**src/pkg/ptm_map.svh**
```systemverilog
// Register offsets, field positions, reset values and ratios of the timer
`ifndef PTM_MAP_SVH
`define PTM_MAP_SVH

// ----------------------------------------------------------------------
// Register offsets
// ----------------------------------------------------------------------
`define PTM_ADDR_EVENT_CFG 16'hffc0
`define PTM_ADDR_SRC_WAVE 16'hffc1
`define PTM_ADDR_T0_CTRL 16'hffc2
`define PTM_ADDR_T1_CTRL 16'hffc3
`define PTM_ADDR_T0_RLD_LO 16'hffc4
`define PTM_ADDR_T0_RLD_HI 16'hffc5
`define PTM_ADDR_T1_RLD_LO 16'hffc6
`define PTM_ADDR_T1_RLD_HI 16'hffc7
`define PTM_ADDR_T0_CNT_LO 16'hffc8
`define PTM_ADDR_T0_CNT_HI 16'hffc9
`define PTM_ADDR_T1_CNT_LO 16'hffca
`define PTM_ADDR_T1_CNT_HI 16'hffcb
`define PTM_ADDR_IRQ_MASK 16'hffe2
`define PTM_ADDR_IRQ_FLAG 16'hfff2

// ----------------------------------------------------------------------
// Field positions
// ----------------------------------------------------------------------
`define PTM_EVT_POL_BIT 0
`define PTM_EVT_NR_BIT 1
`define PTM_EVT_MODE_BIT 2
`define PTM_SRC_T0_BIT 0
`define PTM_SRC_T1_BIT 1
`define PTM_WAVE_EN_BIT 2
`define PTM_WAVE_CH_BIT 3
`define PTM_CTRL_RUN_BIT 0
`define PTM_CTRL_RLD_BIT 1
`define PTM_CTRL_DIV_LSB 2

// ----------------------------------------------------------------------
// Reset values and prescaler terminal counts (ratio minus one)
// ----------------------------------------------------------------------
`define PTM_NIB_RESET 4'h0
`define PTM_CNT_RESET 8'h00
`define PTM_LAST_DIV1 8'h00
`define PTM_LAST_DIV4 8'h03
`define PTM_LAST_DIV32 8'h1f
`define PTM_LAST_DIV256 8'hff

`endif

```
**src/pkg/ptm_pkg.sv**
```systemverilog
// Types shared by the dual programmable timer
package ptm_pkg;
  typedef logic [15:0] ptm_addr_t;
  typedef logic [3:0] ptm_nib_t;
  typedef logic [7:0] ptm_cnt_t;
  typedef logic [1:0] ptm_div_t;
endpackage

```
**src/hdl/ptm_timer.sv**
```systemverilog
// Dual 8-bit programmable timer: prescalers, counters, flags, square wave
//
// Operation
// - Each timer has its own prescaler with independent source and ratio.
// - Source select 0 takes the slow oscillator, 1 the fast oscillator.
// - Ratio code 11 divides by 256, 10 by 32, 01 by 4, 00 by 1.
// - Prescaler runs only with run bit set; counter decrements on its output.
// - In event mode timer 0 ignores its source and ratio settings.
// - Underflow sets that timer's interrupt flag and raises a request.
// - Mask bit 0 blocks the request; the flag is still set.
// - Square wave toggles once per underflow of the selected timer.
// - Channel select 0 picks timer 0, 1 picks timer 1.
// - Output enable 1 puts the wave on the pin; 0 holds it high.
// - Enable gates the wave directly, so a half-cycle glitch may occur.
// - Timer 1 underflows halved clock the serial unit while it runs.
// - Event config holds polarity, noise reject, event mode; bit 3 reads 0.
// - Source and wave register holds both source selects, enable, channel.
// - Control holds run, write-only reload strobe reading 0, ratio field.
// - Reload values split into low and high nibbles at paired addresses.
// - Writing 1 to the reload strobe copies reload data into the counter.
// - On underflow the counter reloads and keeps counting down.
// - Run and stop leave the count untouched; counting resumes from it.
// - Reading the low count nibble latches the high nibble.
`timescale 1ns/100ps
`include "ptm_map.svh"

module ptm_timer (
  input wire logic clk,
  input wire logic srst,
  input wire logic ce,
  input wire ptm_pkg::ptm_addr_t addr,
  input wire ptm_pkg::ptm_nib_t wr_data,
  input wire logic wr_en,
  input wire logic rd_en,
  output ptm_pkg::ptm_nib_t rd_data,
  input wire logic slow_osc_clk,
  input wire logic fast_osc_clk,
  input wire logic t0_event_tick,
  output logic t0_event_mode,
  output logic t0_noise_reject_en,
  output logic t0_edge_polarity,
  output logic t0_run,
  output logic t1_run,
  output logic t0_underflow,
  output logic t1_underflow,
  output logic t0_irq_req,
  output logic t1_irq_req,
  output logic square_wave,
  output logic shared_out_pin,
  output logic serial_clk
);
  import ptm_pkg::*;

  // --------------------------------------------------------------------
  // Terminal count of the prescaler for a ratio code
  // --------------------------------------------------------------------
  function automatic ptm_cnt_t div_last(input ptm_div_t code);
    ptm_cnt_t last;
    last = `PTM_LAST_DIV1;
    unique case (code)
      2'h0: last = `PTM_LAST_DIV1;
      2'h1: last = `PTM_LAST_DIV4;
      2'h2: last = `PTM_LAST_DIV32;
      2'h3: last = `PTM_LAST_DIV256;
    endcase
    return last;
  endfunction

  // --------------------------------------------------------------------
  // Registers
  // --------------------------------------------------------------------
  logic evt_pol_reg;
  logic evt_nr_reg;
  logic evt_mode_reg;
  logic [1:0] src_sel_reg;
  logic wave_en_reg;
  logic wave_ch_reg;
  logic [1:0] run_reg;
  ptm_div_t div_reg [2];
  ptm_cnt_t reload_reg [2];
  ptm_cnt_t cnt_reg [2];
  ptm_cnt_t pre_reg [2];
  ptm_nib_t hi_hold_reg [2];
  logic [1:0] irq_en_reg;
  logic [1:0] irq_flag_reg;
  logic wave_reg;
  logic serial_reg;
  ptm_nib_t rd_data_reg;
  ptm_nib_t rd_data_next;

  // --------------------------------------------------------------------
  // Oscillator pins: two-stage sync, then a rising-edge detector
  // --------------------------------------------------------------------
  logic [1:0] slow_sync_reg;
  logic [1:0] fast_sync_reg;
  logic slow_last_reg;
  logic fast_last_reg;

  always_ff @(posedge clk) begin
    if (srst) begin
      slow_sync_reg <= 2'h0;
      fast_sync_reg <= 2'h0;
      slow_last_reg <= 1'b0;
      fast_last_reg <= 1'b0;
    end else if (ce) begin
      slow_sync_reg <= {slow_sync_reg[0], slow_osc_clk};
      fast_sync_reg <= {fast_sync_reg[0], fast_osc_clk};
      slow_last_reg <= slow_sync_reg[1];
      fast_last_reg <= fast_sync_reg[1];
    end
  end

  // Oscillator pins must run below half the clk rate; faster edges merge
  // in the synchroniser and ticks are lost
  wire slow_tick = slow_sync_reg[1] & ~slow_last_reg;
  wire fast_tick = fast_sync_reg[1] & ~fast_last_reg;

  // --------------------------------------------------------------------
  // Address decode
  // --------------------------------------------------------------------
  wire wr_evt = wr_en && (addr == `PTM_ADDR_EVENT_CFG);
  wire wr_src = wr_en && (addr == `PTM_ADDR_SRC_WAVE);
  wire [1:0] wr_ctrl = {wr_en && (addr == `PTM_ADDR_T1_CTRL),
                        wr_en && (addr == `PTM_ADDR_T0_CTRL)};
  wire [1:0] wr_rld_lo = {wr_en && (addr == `PTM_ADDR_T1_RLD_LO),
                          wr_en && (addr == `PTM_ADDR_T0_RLD_LO)};
  wire [1:0] wr_rld_hi = {wr_en && (addr == `PTM_ADDR_T1_RLD_HI),
                          wr_en && (addr == `PTM_ADDR_T0_RLD_HI)};
  wire wr_mask = wr_en && (addr == `PTM_ADDR_IRQ_MASK);
  wire wr_flag = wr_en && (addr == `PTM_ADDR_IRQ_FLAG);
  wire [1:0] rd_cnt_lo = {rd_en && (addr == `PTM_ADDR_T1_CNT_LO),
                          rd_en && (addr == `PTM_ADDR_T0_CNT_LO)};
  wire [1:0] reload_hit = wr_ctrl & {2{wr_data[`PTM_CTRL_RLD_BIT]}};

  // --------------------------------------------------------------------
  // Count clock selection
  // --------------------------------------------------------------------
  wire [1:0] src_tick;
  wire [1:0] pre_wrap;
  wire [1:0] count_pulse;
  wire [1:0] uflow;

  assign src_tick[0] = src_sel_reg[0] ? fast_tick : slow_tick;
  assign src_tick[1] = src_sel_reg[1] ? fast_tick : slow_tick;
  assign pre_wrap[0] = pre_reg[0] == div_last(div_reg[0]);
  assign pre_wrap[1] = pre_reg[1] == div_last(div_reg[1]);
  assign count_pulse[0] = run_reg[0] &&
    (evt_mode_reg ? t0_event_tick : (src_tick[0] && pre_wrap[0]));
  // Timer 1 has no event input, so it always counts prescaler output
  assign count_pulse[1] = run_reg[1] && src_tick[1] && pre_wrap[1];
  // A zero reload gives one underflow on every count pulse
  // Strobe wins over a count landing in the same cycle
  assign uflow = count_pulse & ~reload_hit &
                 {cnt_reg[1] == 8'h00, cnt_reg[0] == 8'h00};

  // --------------------------------------------------------------------
  // Configuration registers
  // --------------------------------------------------------------------
  always_ff @(posedge clk) begin
    if (srst) begin
      evt_pol_reg <= 1'b0;
      evt_nr_reg <= 1'b0;
      evt_mode_reg <= 1'b0;
      src_sel_reg <= 2'h0;
      wave_en_reg <= 1'b0;
      wave_ch_reg <= 1'b0;
      irq_en_reg <= 2'h0;
    end else if (ce) begin
      if (wr_evt) begin
        evt_pol_reg <= wr_data[`PTM_EVT_POL_BIT];
        evt_nr_reg <= wr_data[`PTM_EVT_NR_BIT];
        evt_mode_reg <= wr_data[`PTM_EVT_MODE_BIT];
      end
      if (wr_src) begin
        src_sel_reg[0] <= wr_data[`PTM_SRC_T0_BIT];
        src_sel_reg[1] <= wr_data[`PTM_SRC_T1_BIT];
        wave_en_reg <= wr_data[`PTM_WAVE_EN_BIT];
        wave_ch_reg <= wr_data[`PTM_WAVE_CH_BIT];
      end
      if (wr_mask) begin
        irq_en_reg <= wr_data[1:0];
      end
    end
  end

  // --------------------------------------------------------------------
  // Per-timer control, reload data, prescaler and down counter
  // --------------------------------------------------------------------
  always_ff @(posedge clk) begin
    if (srst) begin
      run_reg <= 2'h0;
      for (int i = 0; i < 2; i++) begin
        div_reg[i] <= 2'h0;
        reload_reg[i] <= `PTM_CNT_RESET;
        cnt_reg[i] <= `PTM_CNT_RESET;
        pre_reg[i] <= `PTM_CNT_RESET;
      end
    end else if (ce) begin
      for (int i = 0; i < 2; i++) begin
        if (wr_ctrl[i]) begin
          run_reg[i] <= wr_data[`PTM_CTRL_RUN_BIT];
          div_reg[i] <= wr_data[`PTM_CTRL_DIV_LSB +: 2];
        end
        if (wr_rld_lo[i]) begin
          reload_reg[i][3:0] <= wr_data;
        end
        if (wr_rld_hi[i]) begin
          reload_reg[i][7:4] <= wr_data;
        end
        // Prescaler restarts from zero when stopped so each run
        // begins with a full divided period
        if (!run_reg[i]) begin
          pre_reg[i] <= `PTM_CNT_RESET;
        end else if (src_tick[i]) begin
          pre_reg[i] <= pre_wrap[i] ? `PTM_CNT_RESET : pre_reg[i] + 8'h01;
        end
        // Stopping simply withholds count pulses; the count is kept
        if (reload_hit[i]) begin
          cnt_reg[i] <= reload_reg[i];
        end else if (uflow[i]) begin
          cnt_reg[i] <= reload_reg[i];
        end else if (count_pulse[i]) begin
          cnt_reg[i] <= cnt_reg[i] - 8'h01;
        end
      end
    end
  end

  // --------------------------------------------------------------------
  // Interrupt flags: a set in the clearing cycle wins
  // --------------------------------------------------------------------
  // The mask only gates the request, so a polling loop still sees every
  // underflow in the flag
  always_ff @(posedge clk) begin
    if (srst) begin
      irq_flag_reg <= 2'h0;
    end else if (ce) begin
      irq_flag_reg <= (irq_flag_reg &
                       ~({2{wr_flag}} & wr_data[1:0])) | uflow;
    end
  end

  // --------------------------------------------------------------------
  // Square wave and serial clock dividers
  // --------------------------------------------------------------------
  wire wave_uflow = wave_ch_reg ? uflow[1] : uflow[0];

  always_ff @(posedge clk) begin
    if (srst) begin
      wave_reg <= 1'b0;
      serial_reg <= 1'b0;
    end else if (ce) begin
      if (wave_uflow) begin
        wave_reg <= ~wave_reg;
      end
      // Runs whatever the pin enable says
      if (uflow[1]) begin
        serial_reg <= ~serial_reg;
      end
    end
  end

  // --------------------------------------------------------------------
  // Count read-out with high nibble hold
  // --------------------------------------------------------------------
  // Only a low read loads the hold; a high read alone returns the value
  // latched by the last low read
  always_ff @(posedge clk) begin
    if (srst) begin
      hi_hold_reg[0] <= `PTM_NIB_RESET;
      hi_hold_reg[1] <= `PTM_NIB_RESET;
    end else if (ce) begin
      for (int i = 0; i < 2; i++) begin
        if (rd_cnt_lo[i]) begin
          hi_hold_reg[i] <= cnt_reg[i][7:4];
        end
      end
    end
  end

  // --------------------------------------------------------------------
  // Read mux; unmapped addresses read zero
  // --------------------------------------------------------------------
  always_comb begin
    rd_data_next = `PTM_NIB_RESET;
    unique case (addr)
      `PTM_ADDR_EVENT_CFG:
        rd_data_next = {1'b0, evt_mode_reg, evt_nr_reg, evt_pol_reg};
      `PTM_ADDR_SRC_WAVE:
        rd_data_next = {wave_ch_reg, wave_en_reg, src_sel_reg};
      `PTM_ADDR_T0_CTRL:
        rd_data_next = {div_reg[0], 1'b0, run_reg[0]};
      `PTM_ADDR_T1_CTRL:
        rd_data_next = {div_reg[1], 1'b0, run_reg[1]};
      `PTM_ADDR_T0_RLD_LO: rd_data_next = reload_reg[0][3:0];
      `PTM_ADDR_T0_RLD_HI: rd_data_next = reload_reg[0][7:4];
      `PTM_ADDR_T1_RLD_LO: rd_data_next = reload_reg[1][3:0];
      `PTM_ADDR_T1_RLD_HI: rd_data_next = reload_reg[1][7:4];
      `PTM_ADDR_T0_CNT_LO: rd_data_next = cnt_reg[0][3:0];
      `PTM_ADDR_T0_CNT_HI: rd_data_next = hi_hold_reg[0];
      `PTM_ADDR_T1_CNT_LO: rd_data_next = cnt_reg[1][3:0];
      `PTM_ADDR_T1_CNT_HI: rd_data_next = hi_hold_reg[1];
      `PTM_ADDR_IRQ_MASK: rd_data_next = {2'h0, irq_en_reg};
      `PTM_ADDR_IRQ_FLAG: rd_data_next = {2'h0, irq_flag_reg};
      default: rd_data_next = `PTM_NIB_RESET;
    endcase
  end

  // Idle read data are zero so several slaves can be ORed onto one bus
  always_ff @(posedge clk) begin
    if (srst) begin
      rd_data_reg <= `PTM_NIB_RESET;
    end else if (ce) begin
      rd_data_reg <= rd_en ? rd_data_next : `PTM_NIB_RESET;
    end
  end

  // --------------------------------------------------------------------
  // Outputs
  // --------------------------------------------------------------------
  assign rd_data = rd_data_reg;
  assign t0_event_mode = evt_mode_reg;
  assign t0_noise_reject_en = evt_nr_reg;
  assign t0_edge_polarity = evt_pol_reg;
  assign t0_run = run_reg[0];
  assign t1_run = run_reg[1];
  assign t0_underflow = uflow[0] & ce;
  assign t1_underflow = uflow[1] & ce;
  assign t0_irq_req = irq_flag_reg[0] & irq_en_reg[0];
  assign t1_irq_req = irq_flag_reg[1] & irq_en_reg[1];
  assign square_wave = wave_reg;
  // Plain gate, no resync: toggling the enable mid-phase can clip the
  // current half period of the wave
  assign shared_out_pin = wave_en_reg ? wave_reg : 1'b1;
  assign serial_clk = serial_reg;

endmodule

```
**config.mk**
```make
export PLATFORM = sky130hd
export DESIGN_NAME = ptm_timer
export DESIGN_NICKNAME = d
export VERILOG_FILES = /design/src/pkg/ptm_pkg.sv /design/src/hdl/ptm_timer.sv
export VERILOG_INCLUDE_DIRS = /design/src /design/src/pkg
export SDC_FILE = /design/constraint.sdc
export NUM_CORES = 1
export LEC_CHECK = 0
export BUFFER_PORTS_ARGS = -buffer_cell sky130_fd_sc_hd__buf_2
export CAP_MARGIN = 15
export CORE_MARGIN = 3
export CORE_UTILIZATION = 30
export CTS_CLUSTER_SIZE = 30
export DETAILED_ROUTE_END_ITERATION = 8
export PLACE_DENSITY_LB_ADDON = 0.05
export SYNTH_ARGS = -nofsm -noshare
export SYNTH_HDL_FRONTEND = slang
export SYNTH_SLANG_ARGS = --single-unit
```
**constraint.sdc**
```tcl
create_clock -name clk -period 3.5 [get_ports clk]
set_clock_uncertainty 0.2 [all_clocks]
set_input_delay 0.875 -clock clk [delete_from_list [all_inputs] [get_ports clk]]
set_output_delay 0.875 -clock clk [all_outputs]
set_load 0.1 [all_outputs]
```
==> impl_metrics.prom <==
# TYPE chip_impl_metric gauge
chip_impl_metric{name="start_util",unit=""} 0.310
chip_impl_metric{name="via_count_of_the_first_global_routing_pass",unit=""} 3907
chip_impl_info{name="crit-reg2reg-launch",value="pre_reg[1][1]$_SDFFCE_PP0P_"} 1
chip_impl_info{name="min_to",value="rd_data[0]$_SDFFE_PP0P_"} 1
chip_impl_metric{name="register_clock_pin_slew_on_the_reported_worst_setup_and_hold_paths",unit="ns"} 0.06
chip_impl_metric{name="antennaDiodeCount",unit=""} 0
chip_impl_info{name="outcome",value="finished, violations left"} 1
chip_impl_metric{name="fin_crit",unit="ns"} 3.57
chip_impl_metric{name="worstMarginPinSlew",unit="ns"} 0.770
chip_impl_metric{name="yosysWarningCount",unit=""} 0
chip_impl_metric{name="synthesis.area_per_instance",unit="um^2"} 10.4
chip_impl_info{name="rsz_0062_raised_after_global_routing",value="yes"} 1
chip_impl_metric{name="clockBufferDepth",unit=""} 2
chip_impl_info{name="top_usage_layer",value="met1"} 1
chip_impl_metric{name="max_freq",unit="MHz"} 280
chip_impl_metric{name="postSynth.asyncResetShare",unit=""} 0
chip_impl_metric{name="drv_cap",unit=""} 0
chip_impl_metric{name="setup_violations",unit=""} 1
chip_impl_metric{name="wl",unit="mm"} 14.3
chip_impl_metric{name="finalHoldViolations",unit=""} 0
chip_impl_metric{name="grt_util_all_layers",unit=""} 0.169
chip_impl_metric{name="maxSlewViolCount",unit=""} 0
chip_impl_metric{name="route.vias.total",unit=""} 3879
chip_impl_metric{name="min_delay_path_depth",unit=""} 2
chip_impl_info{name="class_of_the_tightest_hold_or_removal_check",value="reg2reg"} 1
chip_impl_metric{name="first_pass_grt_wire_length",unit="mm"} 22.7
chip_impl_metric{name="critPathArrivalTime",unit="ns"} 2.49
chip_impl_metric{name="syn2layout_area_growth",unit="%"} 24.0
chip_impl_metric{name="synth.distinct_cells",unit=""} 69
chip_impl_metric{name="multi_input_comb_area",unit="um^2"} 2380
chip_impl_metric{name="synth_sequential_area_ratio",unit=""} 0.481
chip_impl_metric{name="nets",unit=""} 583
chip_impl_info{name="synth_flop_cell",value="sky130_fd_sc_hd__edfxtp_1"} 1
chip_impl_metric{name="grt.met2_usage",unit=""} 0.246
chip_impl_info{name="clock_tree_root_driver_cell",value="sky130_fd_sc_hd__clkbuf_16"} 1
chip_impl_metric{name="tritoncts.num_buffers",unit=""} 9
chip_impl_info{name="timing.setup.critical_path_class",value="reg2out"} 1
chip_impl_metric{name="final.setup.tns",unit="ns"} -0.0689
chip_impl_metric{name="grt_use_met1",unit=""} 0.248
chip_impl_info{name="synth_common_cells",value="sky130_fd_sc_hd__edfxtp_1, sky130_fd_sc_hd__nor2_1, sky130_fd_sc_hd__nand2_1, sky130_fd_sc_hd__dfxtp_1, sky130_fd_sc_hd__mux2i_1"} 1
chip_impl_metric{name="core-area",unit="um^2"} 15400
chip_impl_metric{name="grt_antenna_before_repair",unit=""} 0
chip_impl_metric{name="clock_insertion_delay_worst_skew",unit="ns"} 0.35
chip_impl_metric{name="numClockSinks",unit=""} 85
chip_impl_metric{name="drtAntennaViolNets",unit=""} 0
chip_impl_metric{name="drc_violations",unit=""} 0
chip_impl_metric{name="io_buffers",unit=""} 43
chip_impl_metric{name="drive_gt1_frac",unit=""} 0.266
chip_impl_metric{name="cts.htree.levels",unit=""} 3
chip_impl_info{name="yosysMostFrequentCell",value="sky130_fd_sc_hd__edfxtp_1"} 1
chip_impl_metric{name="die_h",unit="um"} 132
chip_impl_metric{name="placed_cells",unit=""} 740
chip_impl_info{name="yosys-top-cells-area",value="sky130_fd_sc_hd__edfxtp_1, sky130_fd_sc_hd__dfxtp_1, sky130_fd_sc_hd__mux2i_1"} 1
chip_impl_metric{name="netlist_area",unit="um^2"} 4780
chip_impl_metric{name="crit_fanout",unit=""} 2
chip_impl_metric{name="final_core_util",unit=""} 0.385
chip_impl_info{name="hold_path_startpoint",value="rd_data[0]$_SDFFE_PP0P_"} 1
chip_impl_metric{name="ioPinCount",unit=""} 44
chip_impl_metric{name="pre_cts_ws",unit="ns"} -0.0459
chip_impl_metric{name="viasPerCell",unit=""} 5.06
chip_impl_metric{name="postLayoutSetupSlackWorst",unit="ns"} -0.0689
chip_impl_metric{name="placedInstanceArea",unit="um^2"} 5520
chip_impl_info{name="cts_tree",value="done"} 1
chip_impl_metric{name="die_w",unit="um"} 132
chip_impl_metric{name="r2r_slack",unit="ns"} 0.73
chip_impl_metric{name="post-route-period-util",unit=""} 1.02
chip_impl_metric{name="finalInstanceArea",unit="um^2"} 5930
chip_impl_metric{name="rr_worst_depth",unit=""} 6
chip_impl_metric{name="syn-instance-count",unit=""} 462
chip_impl_info{name="critPathCaptureType",value="output port"} 1
chip_impl_metric{name="design.die.area",unit="um^2"} 17500
chip_impl_metric{name="pwr_density_cell",unit="nW/um^2"} 386
chip_impl_info{name="yosys.area.top_type",value="sky130_fd_sc_hd__edfxtp_1"} 1
chip_impl_metric{name="postSynthRegisterBits",unit=""} 85
chip_impl_metric{name="power.leakage",unit="nW"} 2.37
chip_impl_metric{name="instances_no_fill",unit=""} 767
chip_impl_info{name="timing.critical_path.from_type",value="flip-flop"} 1
chip_impl_metric{name="floorplan.rows",unit=""} 45
chip_impl_metric{name="routabilityCongestion",unit=""} 0.854
chip_impl_metric{name="synth-edff-count",unit=""} 60
chip_impl_metric{name="timing.max_slew.rel_slack",unit=""} 0.485
chip_impl_metric{name="detail_route.iter0.violations",unit=""} 225
chip_impl_metric{name="ir_worst_vdd",unit="uV"} 206
chip_impl_metric{name="synth_top_area_frac",unit=""} 0.377
chip_impl_metric{name="worst_ep_required_time",unit="ns"} 2.42
chip_impl_info{name="violations_in_the_final_reports",value="negative setup slack"} 1
chip_impl_metric{name="global_route.overflow_total",unit=""} 0
chip_impl_info{name="reg2reg_to",value="cnt_reg[1][4]$_DFFE_PP_"} 1
chip_impl_metric{name="place.detailed.hpwl",unit="mm"} 10.9
chip_impl_metric{name="sequential_cell_area",unit="um^2"} 2310
chip_impl_metric{name="fillCellCount",unit=""} 1583
chip_impl_metric{name="detail_route.wl_per_cell",unit="um"} 18.6
chip_impl_metric{name="drt_pass1_iterations",unit=""} 5
chip_impl_metric{name="syn_nets",unit=""} 494
chip_impl_metric{name="maximum_number_of_pins_on_one_net_before_global_route_repair",unit=""} 41
chip_impl_metric{name="grt_use_met3",unit=""} 0.0397
chip_impl_info{name="cp-startpoint",value="slow_last_reg$_SDFFE_PP0P_"} 1
## metrics by stage
stage / power, mW / hold WS (ns)
finish: 2.29 / 0.235
CTS: 2.31 / 0.238
floorplan: 1.25 / 0.244
detailed placement: 1.34 / 0.229
global route: 2.37 / 0.291
global placement: 1.34 / 0.224
## critical path, stage by stage, from the launching register on
cell and delay, ns:
sky130_fd_sc_hd__dfxtp_2 0.32, sky130_fd_sc_hd__or3b_4 0.39, sky130_fd_sc_hd__a211o_1 0.29, sky130_fd_sc_hd__a221o_1 0.31
sky130_fd_sc_hd__and2_4 0.16, sky130_fd_sc_hd__or3b_4 0.41, sky130_fd_sc_hd__clkinvlp_4 0.10, sky130_fd_sc_hd__buf_12 0.17
## final cells by class
cell class	instances	share of cell area
Tap cell	211	0.0445
Clock inverter	7	0.0112
Sequential cell	85	0.389
Multi-Input combinational cell	345	0.401
Clock buffer	9	0.0380
Inverter	15	0.0101
Timing Repair Buffer	95	0.106
## power by group
| group | internal [mW] | switching (mW) | leakage [nW] | total, mW |
|---|---|---|---|---|
| registers | 1.11 | 0.0311 | 0.819 | 1.14 |
| logic | 0.0826 | 0.108 | 1.40 | 0.190 |
| clock network | 0.549 | 0.411 | 0.145 | 0.960 |
| total | 1.74 | 0.550 | 2.37 | 2.29 |
## layer usage
layer / vias up / part of all wire
li1: 1890 / -
met1: 1883 / 0.52
met2: 89 / 0.42
met3: 17 / 0.041
met4: 0 / 0.017
met5: - / 0
## cells in the final DEF, fill, tap and decap left out, types with 7 or more instances in the layout
cell type / netlist / final
sky130_fd_sc_hd__and2_1: 21 / 21
sky130_fd_sc_hd__nor3_1: 11 / 11
sky130_fd_sc_hd__edfxtp_1: 60 / 60
sky130_fd_sc_hd__a21oi_1: 15 / 15
sky130_fd_sc_hd__xnor2_1: 8 / 8
sky130_fd_sc_hd__nor2_1: 54 / 54
sky130_fd_sc_hd__nand2_1: 39 / 39
sky130_fd_sc_hd__dfxtp_1: 25 / 22
sky130_fd_sc_hd__xor2_1: 15 / 15
sky130_fd_sc_hd__nand3_1: 17 / 17
sky130_fd_sc_hd__o22ai_1: 7 / 7
sky130_fd_sc_hd__inv_1: 15 / 14
sky130_fd_sc_hd__clkbuf_16: 0 / 9
sky130_fd_sc_hd__a21o_1: 9 / 9
sky130_fd_sc_hd__buf_2: 2 / 41
sky130_fd_sc_hd__mux2i_1: 25 / 25
sky130_fd_sc_hd__buf_4: 1 / 52
## what timing repair did
| item | 4_1_cts | 5_1_grt |
|---|---|---|
| gates resized for setup | 8 | 5 |
| setup endpoints to repair | 2 | 2 |
| buffers inserted | 7 | 4 |
| hold buffers | 0 | 0 |
| pin swaps | 7 | 2 |
| hold endpoints to repair | 0 | 0 |
## worst max-delay path by stage
stage,end,slack (ns),cells past startpoint
floorplan,t1_underflow,-0.22,6
global placement,t0_underflow,-0.06,6
detailed placement,t0_underflow,-0.05,6
CTS,t0_underflow,-0.08,7
global route,t0_underflow,-0.16,7
finish,t0_underflow,-0.07,7
## logic make-up after synthesis
family / after synthesis / share of synthesized area
AOI/OAI and AO/OA: 72 / 0.106
and+or+nand+nor: 212 / 0.242
adders and majority gates: 4 / 0.0105
xor gates and xnor gates: 23 / 0.0421
muxes: 34 / 0.0853
DFF: 85 / 0.481
buffers and inverters: 32 / 0.0322
Note: power is estimated with default switching activity, not from simulation.
